[src/pmwc_defs.svh]
// Constants of the power-mode and wake-up controller: clock select codes,
// widths, reset values and timing counts.
// Assumes a single 250 MHz clock and a slow oscillator near 32 kHz.
//
// Overview of operation
// - In SLOW mode the system clock comes from the slow clock.
// - A restarted fast oscillator must stabilise; readiness shows on hs_osc_stable_flag.
// - SLEEP is entered only by stop with both idle enables at 0.
// - SLEEP stops every clock except the watchdog; execution halts.
// - Stop with fast idle 0, slow idle 1 enters idle_slow_clock_only.
// - Stop with both idle enables at 1 enters idle_both_clocks.
// - Stop with fast idle 1, slow idle 0 enters idle_fast_clock_only.
// - Memory, registers and ports hold their state in SLEEP and IDLE.
// - Entering SLEEP or IDLE sets power_down_flag and clears watchdog_timeout_flag.
// - Entering SLEEP or IDLE clears the watchdog; it counts only if enabled.
// - Wake on enabled pin falling edge, system interrupt or watchdog overflow.
// - power_down_flag clears at power-up and on watchdog_clear_instruction.
// - Watchdog overflow in low power sets timeout flag, resets only PC and SP.
// - Each pin wakes only when its enable bit is set, on falling edge.
// - After a pin wake-up execution resumes after the stop instruction.
// - Disabled interrupt or full stack: resume after stop, interrupt stays pending.
// - Enabled interrupt with free stack level: normal interrupt response on wake.
// - An interrupt flag already set at entry cannot wake the device.
// - Select codes: 000 fast, 001 /2, 010 /4, 011 /8, 100 /16, 101 /64, 111 slow.
// - Enabling the fast oscillator clears its stable flag, then sets it when stable.
// - Switching to SLOW completes only once the slow oscillator is stable.
`ifndef PMWC_DEFS_SVH
`define PMWC_DEFS_SVH

// Clock select codes
`define PMWC_CKS_DIV1 3'h0
`define PMWC_CKS_DIV2 3'h1
`define PMWC_CKS_DIV4 3'h2
`define PMWC_CKS_DIV8 3'h3
`define PMWC_CKS_DIV16 3'h4
`define PMWC_CKS_DIV64 3'h5
`define PMWC_CKS_RSVD 3'h6
`define PMWC_CKS_SLOW 3'h7

// Divider masks: a tick fires when the masked counter bits are all ones
`define PMWC_MASK_DIV1 6'h00
`define PMWC_MASK_DIV2 6'h01
`define PMWC_MASK_DIV4 6'h03
`define PMWC_MASK_DIV8 6'h07
`define PMWC_MASK_DIV16 6'h0f
`define PMWC_MASK_DIV64 6'h3f

// Widths
`define PMWC_PORT_W 8
`define PMWC_IRQ_W 4
`define PMWC_SLOW_CNT_W 16

// Reset values
`define PMWC_RST_PDF 1'b0
`define PMWC_RST_TO 1'b0
`define PMWC_RST_SEL_SLOW 1'b0

// Timing: clock period and slow clock period in ns
`define PMWC_CLK_PERIOD_NS 4
`define PMWC_SLOW_PERIOD_NS 31250
`define PMWC_SLOW_DIV (`PMWC_SLOW_PERIOD_NS / `PMWC_CLK_PERIOD_NS)

`endif

[src/pmwc_pkg.sv]
// Types of the power-mode and wake-up controller.
// Assumes nothing beyond a SystemVerilog compiler.
package pmwc_pkg;

  // Power state of the core
  typedef enum logic [2:0] {
    PMWC_RUN,
    PMWC_SLEEP,
    PMWC_IDLE_SLOW,
    PMWC_IDLE_BOTH,
    PMWC_IDLE_FAST,
    PMWC_WAKE
  } pmwc_state_t;

endpackage

[src/pmwc_wake_if.sv]
// Interface carrying pin wake enables and detected falling edges.
// Assumes both ends run on the same clock.
`timescale 1ns/10ps
`include "pmwc_defs.svh"

interface pmwc_wake_if;
  logic [`PMWC_PORT_W-1:0] enable;
  logic [`PMWC_PORT_W-1:0] fall;

  modport det (input enable, output fall);
  modport ctl (output enable, input fall);
endinterface

[src/pmwc_top.sv]
// Power-mode and wake-up controller: FAST/SLOW run modes, SLEEP and three
// IDLE modes, status flags, watchdog clear and wake-up sequencing.
// Assumes stop and clear-instruction requests are one-cycle pulses from the
// core on clk; oscillator ready and port pins are asynchronous levels.
`timescale 1ns/10ps
`include "pmwc_defs.svh"

module pmwc_top #(
  parameter int SLOW_DIV = `PMWC_SLOW_DIV
) (
  input wire logic clk,
  input wire logic rst_n,
  input wire logic [2:0] clock_select_field,
  input wire logic hs_osc_idle_enable,
  input wire logic ls_osc_idle_enable,
  input wire logic hs_osc_control,
  input wire logic stop_instr,
  input wire logic watchdog_clear_instruction,
  input wire logic wdt_enable,
  input wire logic wdt_overflow,
  input wire logic hs_osc_ready,
  input wire logic ls_osc_ready,
  input wire logic [`PMWC_PORT_W-1:0] port_pins,
  input wire logic [`PMWC_PORT_W-1:0] port_wake_enable,
  input wire logic [`PMWC_IRQ_W-1:0] irq_request,
  input wire logic [`PMWC_IRQ_W-1:0] irq_enable,
  input wire logic stack_full,
  output logic sys_clk_en,
  output logic fast_clk_run,
  output logic slow_clk_run,
  output logic slow_mode_active,
  output logic cpu_halt,
  output logic hold_state,
  output logic hs_osc_stable_flag,
  output logic power_down_flag,
  output logic watchdog_timeout_flag,
  output logic wdt_counter_clear,
  output logic wdt_count_run,
  output logic wake_resume,
  output logic wake_irq_service,
  output logic wake_pc_sp_reset
);

  // ---------------------------------------------------------------------
  // Oscillator ready synchronisers
  // ---------------------------------------------------------------------
  logic [1:0] rdy_s1;
  logic [1:0] rdy_s2;
  logic [1:0] rdy_s3;
  logic [1:0] rdy_lvl;
  wire [1:0] rdy_agree;

  assign rdy_agree = ~(rdy_s2 ^ rdy_s3);

  // Three stages, a level counts once stages two and three agree
  always_ff @(posedge clk or negedge rst_n) begin
    if (!rst_n) begin
      rdy_s1 <= 2'h0;
      rdy_s2 <= 2'h0;
      rdy_s3 <= 2'h0;
      rdy_lvl <= 2'h0;
    end else begin
      rdy_s1 <= {ls_osc_ready, hs_osc_ready};
      rdy_s2 <= rdy_s1;
      rdy_s3 <= rdy_s2;
      rdy_lvl <= (rdy_agree & rdy_s3) | (~rdy_agree & rdy_lvl);
    end
  end

  wire hs_ready = rdy_lvl[0];
  wire ls_ready = rdy_lvl[1];

  // ---------------------------------------------------------------------
  // Pin wake-up detection
  // ---------------------------------------------------------------------
  pmwc_wake_if wk ();

  assign wk.enable = port_wake_enable;

  pmwc_pin_wake u_pin_wake (
    .clk(clk),
    .rst_n(rst_n),
    .port_pins(port_pins),
    .wk(wk)
  );

  // ---------------------------------------------------------------------
  // State and decode
  // ---------------------------------------------------------------------
  pmwc_pkg::pmwc_state_t state;
  pmwc_pkg::pmwc_state_t next_state;
  logic sel_slow;
  logic [`PMWC_IRQ_W-1:0] irq_blocked;
  logic wake_by_irq;
  logic wake_by_wdt;
  logic [5:0] fast_div;
  logic [`PMWC_SLOW_CNT_W-1:0] slow_cnt;
  logic slow_tick;

  wire in_run = (state == pmwc_pkg::PMWC_RUN);
  wire in_wake = (state == pmwc_pkg::PMWC_WAKE);
  wire in_low = ~in_run & ~in_wake;

  // Stop instruction is taken only while running
  wire stop_take = in_run & stop_instr;

  // Interrupts already pending at entry are blocked from waking
  wire [`PMWC_IRQ_W-1:0] irq_wake_vec = irq_request & ~irq_blocked;
  wire irq_wake = |irq_wake_vec;
  wire irq_serviceable = |(irq_wake_vec & irq_enable) & ~stack_full;
  wire pin_wake = |wk.fall;

  // Any wake source ends SLEEP or IDLE
  wire wake_evt = in_low & (pin_wake | irq_wake | wdt_overflow);

  // Oscillator of the selected system clock is stable
  wire src_stable = sel_slow ? ls_ready : hs_osc_stable_flag;

  // Mode selected by the idle enable bits at the stop instruction
  wire [1:0] idle_sel = {hs_osc_idle_enable, ls_osc_idle_enable};

  // Next power state
  always_comb begin
    next_state = state;
    case (state)
      pmwc_pkg::PMWC_RUN: begin
        if (stop_instr) begin
          case (idle_sel)
            2'h0: next_state = pmwc_pkg::PMWC_SLEEP;
            2'h1: next_state = pmwc_pkg::PMWC_IDLE_SLOW;
            2'h3: next_state = pmwc_pkg::PMWC_IDLE_BOTH;
            default: next_state = pmwc_pkg::PMWC_IDLE_FAST;
          endcase
        end
      end
      pmwc_pkg::PMWC_SLEEP,
      pmwc_pkg::PMWC_IDLE_SLOW,
      pmwc_pkg::PMWC_IDLE_BOTH,
      pmwc_pkg::PMWC_IDLE_FAST: begin
        if (wake_evt) begin
          next_state = pmwc_pkg::PMWC_WAKE;
        end
      end
      pmwc_pkg::PMWC_WAKE: begin
        if (src_stable) begin
          next_state = pmwc_pkg::PMWC_RUN;
        end
      end
      default: next_state = pmwc_pkg::PMWC_RUN;
    endcase
  end

  // State register
  always_ff @(posedge clk or negedge rst_n) begin
    if (!rst_n) begin
      state <= pmwc_pkg::PMWC_RUN;
    end else begin
      state <= next_state;
    end
  end

  // Blocked-interrupt snapshot taken at entry to low power
  always_ff @(posedge clk or negedge rst_n) begin
    if (!rst_n) begin
      irq_blocked <= '0;
    end else if (stop_take) begin
      irq_blocked <= irq_request;
    end
  end

  // Wake cause, kept until the next wake event
  always_ff @(posedge clk or negedge rst_n) begin
    if (!rst_n) begin
      wake_by_irq <= 1'b0;
      wake_by_wdt <= 1'b0;
    end else if (wake_evt) begin
      wake_by_irq <= irq_serviceable & ~wdt_overflow;
      wake_by_wdt <= wdt_overflow;
    end
  end

  // ---------------------------------------------------------------------
  // Clock source selection and oscillator flags
  // ---------------------------------------------------------------------
  wire want_slow = (clock_select_field == `PMWC_CKS_SLOW);

  // Switch to slow only on a stable slow oscillator, back on a stable fast one
  wire next_sel_slow = (in_run & want_slow & ls_ready) ? 1'b1 :
                       (in_run & ~want_slow & hs_osc_stable_flag) ? 1'b0 :
                       sel_slow;

  // Fast oscillator runs in RUN and WAKE when enabled or the source, and in fast idles
  // Leaving slow selection restarts the fast oscillator so its flag can rise
  wire next_fast_run = in_run ? (hs_osc_control | ~want_slow | ~next_sel_slow) :
                       in_wake ? (hs_osc_control | ~sel_slow) :
                       (state == pmwc_pkg::PMWC_IDLE_BOTH) | (state == pmwc_pkg::PMWC_IDLE_FAST);

  // Slow clock is stopped in SLEEP and in fast-only idle
  wire next_slow_run = ~((state == pmwc_pkg::PMWC_SLEEP) | (state == pmwc_pkg::PMWC_IDLE_FAST));

  // Stable flag is cleared while off, set once a running oscillator is ready
  wire next_hs_flag = fast_clk_run & hs_ready;

  always_ff @(posedge clk or negedge rst_n) begin
    if (!rst_n) begin
      sel_slow <= `PMWC_RST_SEL_SLOW;
      fast_clk_run <= 1'b1;
      slow_clk_run <= 1'b1;
      hs_osc_stable_flag <= 1'b0;
    end else begin
      sel_slow <= next_sel_slow;
      fast_clk_run <= next_fast_run;
      slow_clk_run <= next_slow_run;
      hs_osc_stable_flag <= next_hs_flag;
    end
  end

  // ---------------------------------------------------------------------
  // System clock enable dividers
  // ---------------------------------------------------------------------
  wire [5:0] div_mask = (clock_select_field == `PMWC_CKS_DIV1) ? `PMWC_MASK_DIV1 :
                        (clock_select_field == `PMWC_CKS_DIV2) ? `PMWC_MASK_DIV2 :
                        (clock_select_field == `PMWC_CKS_DIV4) ? `PMWC_MASK_DIV4 :
                        (clock_select_field == `PMWC_CKS_DIV8) ? `PMWC_MASK_DIV8 :
                        (clock_select_field == `PMWC_CKS_DIV16) ? `PMWC_MASK_DIV16 :
                        `PMWC_MASK_DIV64;
  wire fast_tick = ((fast_div & div_mask) == div_mask) & fast_clk_run;
  wire slow_wrap = (slow_cnt == SLOW_DIV[`PMWC_SLOW_CNT_W-1:0] - 16'h0001);

  // Free-running fast divider and slow clock emulation from the main clock
  always_ff @(posedge clk or negedge rst_n) begin
    if (!rst_n) begin
      fast_div <= 6'h00;
      slow_cnt <= '0;
      slow_tick <= 1'b0;
    end else begin
      fast_div <= fast_div + 6'h01;
      slow_cnt <= (slow_wrap | ~slow_clk_run) ? '0 : slow_cnt + 16'h0001;
      slow_tick <= slow_wrap & slow_clk_run;
    end
  end

  // System clock stops outside RUN, already in the cycle the halt takes effect
  wire next_sys_en = (next_state == pmwc_pkg::PMWC_RUN) &
                     (sel_slow ? slow_tick : (fast_tick & hs_osc_stable_flag));

  // ---------------------------------------------------------------------
  // Status flags and watchdog control
  // ---------------------------------------------------------------------
  wire wdt_wake = in_low & wdt_overflow;

  // Power-down flag: set on stop, cleared by the clear instruction, set wins
  wire next_pdf = stop_take ? 1'b1 :
                  watchdog_clear_instruction ? 1'b0 :
                  power_down_flag;

  // Timeout flag: cleared on entry, set by overflow; overflow wins
  wire next_to = wdt_overflow ? 1'b1 :
                 stop_take ? 1'b0 :
                 watchdog_timeout_flag;

  always_ff @(posedge clk or negedge rst_n) begin
    if (!rst_n) begin
      power_down_flag <= `PMWC_RST_PDF;
      watchdog_timeout_flag <= `PMWC_RST_TO;
    end else begin
      power_down_flag <= next_pdf;
      watchdog_timeout_flag <= next_to;
    end
  end

  // Watchdog clear on entry and on clear instruction; counts only if enabled
  always_ff @(posedge clk or negedge rst_n) begin
    if (!rst_n) begin
      wdt_counter_clear <= 1'b0;
      wdt_count_run <= 1'b0;
    end else begin
      wdt_counter_clear <= stop_take | watchdog_clear_instruction;
      wdt_count_run <= wdt_enable;
    end
  end

  // ---------------------------------------------------------------------
  // Core control outputs
  // ---------------------------------------------------------------------
  wire wake_done = in_wake & src_stable;
  wire next_halt = (next_state != pmwc_pkg::PMWC_RUN);

  always_ff @(posedge clk or negedge rst_n) begin
    if (!rst_n) begin
      sys_clk_en <= 1'b0;
      slow_mode_active <= 1'b0;
      cpu_halt <= 1'b0;
      hold_state <= 1'b0;
      wake_resume <= 1'b0;
      wake_irq_service <= 1'b0;
      wake_pc_sp_reset <= 1'b0;
    end else begin
      sys_clk_en <= next_sys_en;
      slow_mode_active <= next_sel_slow;
      cpu_halt <= next_halt;
      hold_state <= next_halt;
      wake_resume <= wake_done & ~wake_by_irq & ~wake_by_wdt;
      wake_irq_service <= wake_done & wake_by_irq;
      wake_pc_sp_reset <= wdt_wake;
    end
  end

endmodule

[src/pmwc_pin_wake.sv]
// Pin falling-edge detector for wake-up, one lane per port pin.
// Assumes port pins are asynchronous to clk; clk runs in all power modes.
`timescale 1ns/10ps
`include "pmwc_defs.svh"

module pmwc_pin_wake (
  input wire logic clk,
  input wire logic rst_n,
  input wire logic [`PMWC_PORT_W-1:0] port_pins,
  pmwc_wake_if.det wk
);

  wire [`PMWC_PORT_W-1:0] fall_q;

  assign wk.fall = fall_q;

  genvar i;
  generate
    for (i = 0; i < `PMWC_PORT_W; i = i + 1) begin : g_lane
      logic s1;
      logic s2;
      logic s3;
      logic lvl;
      logic fq;
      wire agree;
      wire fell;

      // Each lane owns one bit of the detected-fall word
      assign fall_q[i] = fq;

      // Stable level changes only once the second and third stage agree
      assign agree = (s2 == s3);
      assign fell = agree & lvl & ~s3;

      // Three-stage synchroniser and filtered level
      always_ff @(posedge clk or negedge rst_n) begin
        if (!rst_n) begin
          s1 <= 1'b1;
          s2 <= 1'b1;
          s3 <= 1'b1;
          lvl <= 1'b1;
          fq <= 1'b0;
        end else begin
          s1 <= port_pins[i];
          s2 <= s1;
          s3 <= s2;
          if (agree) begin
            lvl <= s3;
          end
          fq <= fell & wk.enable[i];
        end
      end
    end
  endgenerate

endmodule

[config.mk]
export PLATFORM = sky130hd
export DESIGN_NAME = pmwc_top
export DESIGN_NICKNAME = d
export VERILOG_FILES = /design/src/pmwc_pkg.sv /design/src/pmwc_wake_if.sv /design/src/pmwc_top.sv /design/src/pmwc_pin_wake.sv
export VERILOG_INCLUDE_DIRS = /design/src
export SDC_FILE = /design/constraint.sdc
export NUM_CORES = 1
export LEC_CHECK = 0
export BUFFER_PORTS_ARGS = -buffer_cell sky130_fd_sc_hd__buf_2
export CORE_MARGIN = 2
export CORE_UTILIZATION = 50
export DETAILED_ROUTE_END_ITERATION = 7
export PLACE_DENSITY = 0.74
export RECOVER_POWER = 50
export SETUP_SLACK_MARGIN = 0.5
export SLEW_MARGIN = 20
export SYNTH_ARGS = -nofsm -noshare
export SYNTH_HDL_FRONTEND = slang
export SYNTH_SLANG_ARGS = --single-unit
[constraint.sdc]
create_clock -name clk -period 1.53 [get_ports clk]
set_input_delay 0.0765 -clock clk [delete_from_list [all_inputs] [get_ports clk]]
set_output_delay 0.0765 -clock clk [all_outputs]
set_load 0.03 [all_outputs]
==> reports/qor.yml <==
drc: 0
diodes: 0
setup_violations: 0
status: "finished clean"
totalNegativeSetupSlack_ns: 0
hold_path_startpoint: "clock_select_field[2]"
crit_fanout: 3
reg2reg_depth: 4
grt_usage_pct: 20.0
ys_types: 47
pwr-share-seq_pct: 46.0
die_y_um: 88.2
port_buffers: 52
dp.final_hpwl_um: 4330
maxSlewViolCount: 0
critPathRequiredTime_ns: 1.79
vias_per_cell: 5.14
hold_class: "in -> reg"
maxCapViolCount: 0
dr.pass1.iters: 4
cts_sinks: 93
synth-simple-area-share_pct: 14.4
cts_tree: "done"
async_flop_share_pct: 100
cts-root-buf: "clkbuf_8"
yosys_warnings: 0
synth_top_family_by_area: "simple AND/OR/NAND/NOR gates"
numCtsBuffers: 9
wl_per_cell_um: 15.1
end_kind: "register"
synth_edf_count: 0
hold_viol_final: 0
dp_cells: 431
rsz0062_at_grt: "true"
power_density_nw_per_um2: 1390
worstSetupStartpointType: "register"
slew_headroom_pct: 44.5
initial_core_util_pct: 51.9
boundaryPins: 53
syn_nets: 322
path_clk_slew_ns: 0.09
synth-seq-cells: 93
use_met2_pct: 32.6
synthAdderAreaFrac_pct: 4.59
synth_mux_area_share_pct: 1.24
syn_area_sq_um: 3540
final.min_clock_period_ns: 1.51
netSwitchingPower_mw: 2.31
num_rows: 30
drt-initial-drc-count: 128
grt_start_max_net_pins: 35
comb_power_share_pct: 29.5
overflow: 0
synth_top_cell_area_share_pct: 41.7
synth_most_common_cell: "dfrtp_1"
r2r_end: "state[0]"
wl_um: 7440
fin_util_pct: 72.5
drtAntennaViolNets: 0
synthTopCellsByArea: "dfrtp_1 (42%), dfstp_2 (25%), xor2_1 (3.0%), maj3_1 (2.8%), nand2_1 (2.4%)"
grt_pass1_wl_um: 11600
reg2reg_from: "u_pin_wake.g_lane[1].fq"
die_w_um: 88.2
grt.busiest_layer: "met2"
fmax_mhz: 663
clk_latency_ns: 0.37
final_cell_area_sq_um: 4950
htreeDepth: 3
via_count: 2522
ir_drop_v: 0.00104
synthTopCellsByCount: "dfrtp_1 (59), dfstp_2 (34), nand2_1 (23)"
syn_inst: 278
reg2reg_slack_ns: 0.02
nNetsFinal: 434
drive_above_1_share_pct: 43.8
p_clk_share_pct: 24.4
synth_area_per_cell_sq_um: 12.7
area_growth_pct: 39.8
worst_slew_pin_slew_ns: 0.833
met3_usage_pct: 6.31
grt_pass1_vias: 2462
fp.coreArea_sq_um: 6830
cts_buffer_depth: 2
synth-xor-area-share_pct: 3.95
cp.arrival_ns: 1.77
synth_compound_area_share_pct: 6.29
whs_path_depth: 3
criticalPathCategory: "reg -> reg"
layoutNonFillerInstCount: 491
place_congestion: 0.785
place_area_sq_um: 4040
fin_crit_sh_pct: 98.6
grt_use_met1_pct: 25.8
hold_path_end: "sys_clk_en"
antenna_found_initial: 0
internal_power_mw: 4.56
ys_dominant_reg_cell: "dfrtp_1"
total_leakage_power_nw: 2.15
synth_top_area_cell: "dfrtp_1"
die_area_sq_um: 7780
switching_share_pct: 33.7
clock-skew-final_ns: 0.00710
seq_area_frac_synth_pct: 66.9
## worst max-delay path by stage
stage                            start          end  slack, ns  cells after the start
2_1_floorplan  u_pin_wake.g_lane[6].fq     state[0]       0.11                      4
3_3_place_gp   u_pin_wake.g_lane[6].fq     state[0]       0.01                      4
3_5_place_dp   u_pin_wake.g_lane[6].fq     state[0]     -0.007                      4
4_1_cts        u_pin_wake.g_lane[6].fq     state[0]     -0.008                      4
5_1_grt        u_pin_wake.g_lane[1].fq  wake_by_irq      -0.06                      5
6_report       u_pin_wake.g_lane[1].fq     state[0]       0.02                      4
## per-layer routing
| metal | wire length, um | share of wire, % | up-vias |
|---|---|---|---|
| met4 | 104 | 1.4 | 0 |
| met1 | 3160 | 43 | 1258 |
| met2 | 3800 | 51 | 60 |
| li1 | - | - | 1194 |
| met5 | 0 | 0 | - |
| met3 | 362 | 4.9 | 10 |
## final cells by class
class,instances,area [sq um]
clock buffer,11,163
clock inverter,5,46.3
fill,474,1880
inverter,12,45.0
multi-input combinational,167,1380
sequential,93,2370
tap,96,120
timing repair buffer,107,823
## flip-flops by register name, indices dropped and copies added (netlist names), 2 cells and up, named ones only
name / count
rdy_s1: 2
fast_div: 6
u_pin_wake.g_lane.s2: 8
u_pin_wake.g_lane.fq: 8
rdy_s3: 2
slow_cnt: 16
irq_blocked: 4
u_pin_wake.g_lane.lvl: 8
rdy_s2: 2
u_pin_wake.g_lane.s3: 8
u_pin_wake.g_lane.s1: 8
state: 3
## worst max-delay path, cell delays in order (launching register included)
cell and delay (ns):
dfrtp_1 0.38, nor4_2 0.26, nand4_1 0.16, or3_4 0.36, o31a_1 0.24
## power by group through the flow
| stage | Combinational (mW) | Clock [mW] | Sequential [mW] |
|---|---|---|---|
| floorplan | 0.884 | 0 | 3.28 |
| global route | 2.19 | 1.86 | 3.20 |
| global placement | 1.37 | 0 | 3.17 |
| detailed placement | 1.41 | 0 | 3.19 |
| finish | 2.03 | 1.68 | 3.17 |
| CTS | 1.80 | 1.72 | 3.15 |
## logic make-up after synthesis
group	after synthesis
flip-flops	93
XOR/XNOR	16
AND/OR/NAND/NOR	98
adder cells (fa/ha/maj)	15
buffers and inverters	19
multiplexers	4
AO/OA/AOI/OAI	33
## cells in the final DEF (no fill, tap or decap), drive strengths merged, types with 3 or more instances in the layout
cell type | Yosys | layout
a21oi | 5 | 5
and3 | 4 | 4
and4 | 4 | 4
buf | 6 | 75
clkbuf | 1 | 16
dfrtp | 59 | 59
dfstp | 34 | 34
dlygate4sd3 | 0 | 27
ha | 5 | 5
inv | 12 | 16
maj3 | 10 | 10
mux2 | 3 | 3
nand2 | 23 | 24
nand2b | 3 | 3
nand3 | 11 | 11
nand4 | 6 | 6
nor2 | 19 | 19
nor3 | 15 | 15
o21ai | 11 | 11
or3 | 4 | 4
xnor2 | 4 | 4
xor2 | 12 | 12
## per-stage QoR
stage / setup slack [ns] / total power [mW] / hold WS [ns]
2_1_floorplan: 0.109 / 4.16 / -0.219
3_3_place_gp: 0.0125 / 4.54 / 0.0606
3_5_place_dp: -0.00700 / 4.60 / 0.0642
4_1_cts: -0.00782 / 6.68 / 0.00800
5_1_grt: -0.0612 / 7.25 / 0.0137
6_report: 0.0212 / 6.88 / 0.0251
## what timing repair did
item                       4_1_cts  5_1_grt
cloned                           1        0
gates resized for setup         30       58
buffers inserted                 7        9
setup endpoints to repair       43       50
hold buffers                    27        0
hold endpoints to repair        59        0
pin swaps                       10       15
No activity file was read; power rests on OpenSTA's default activity.
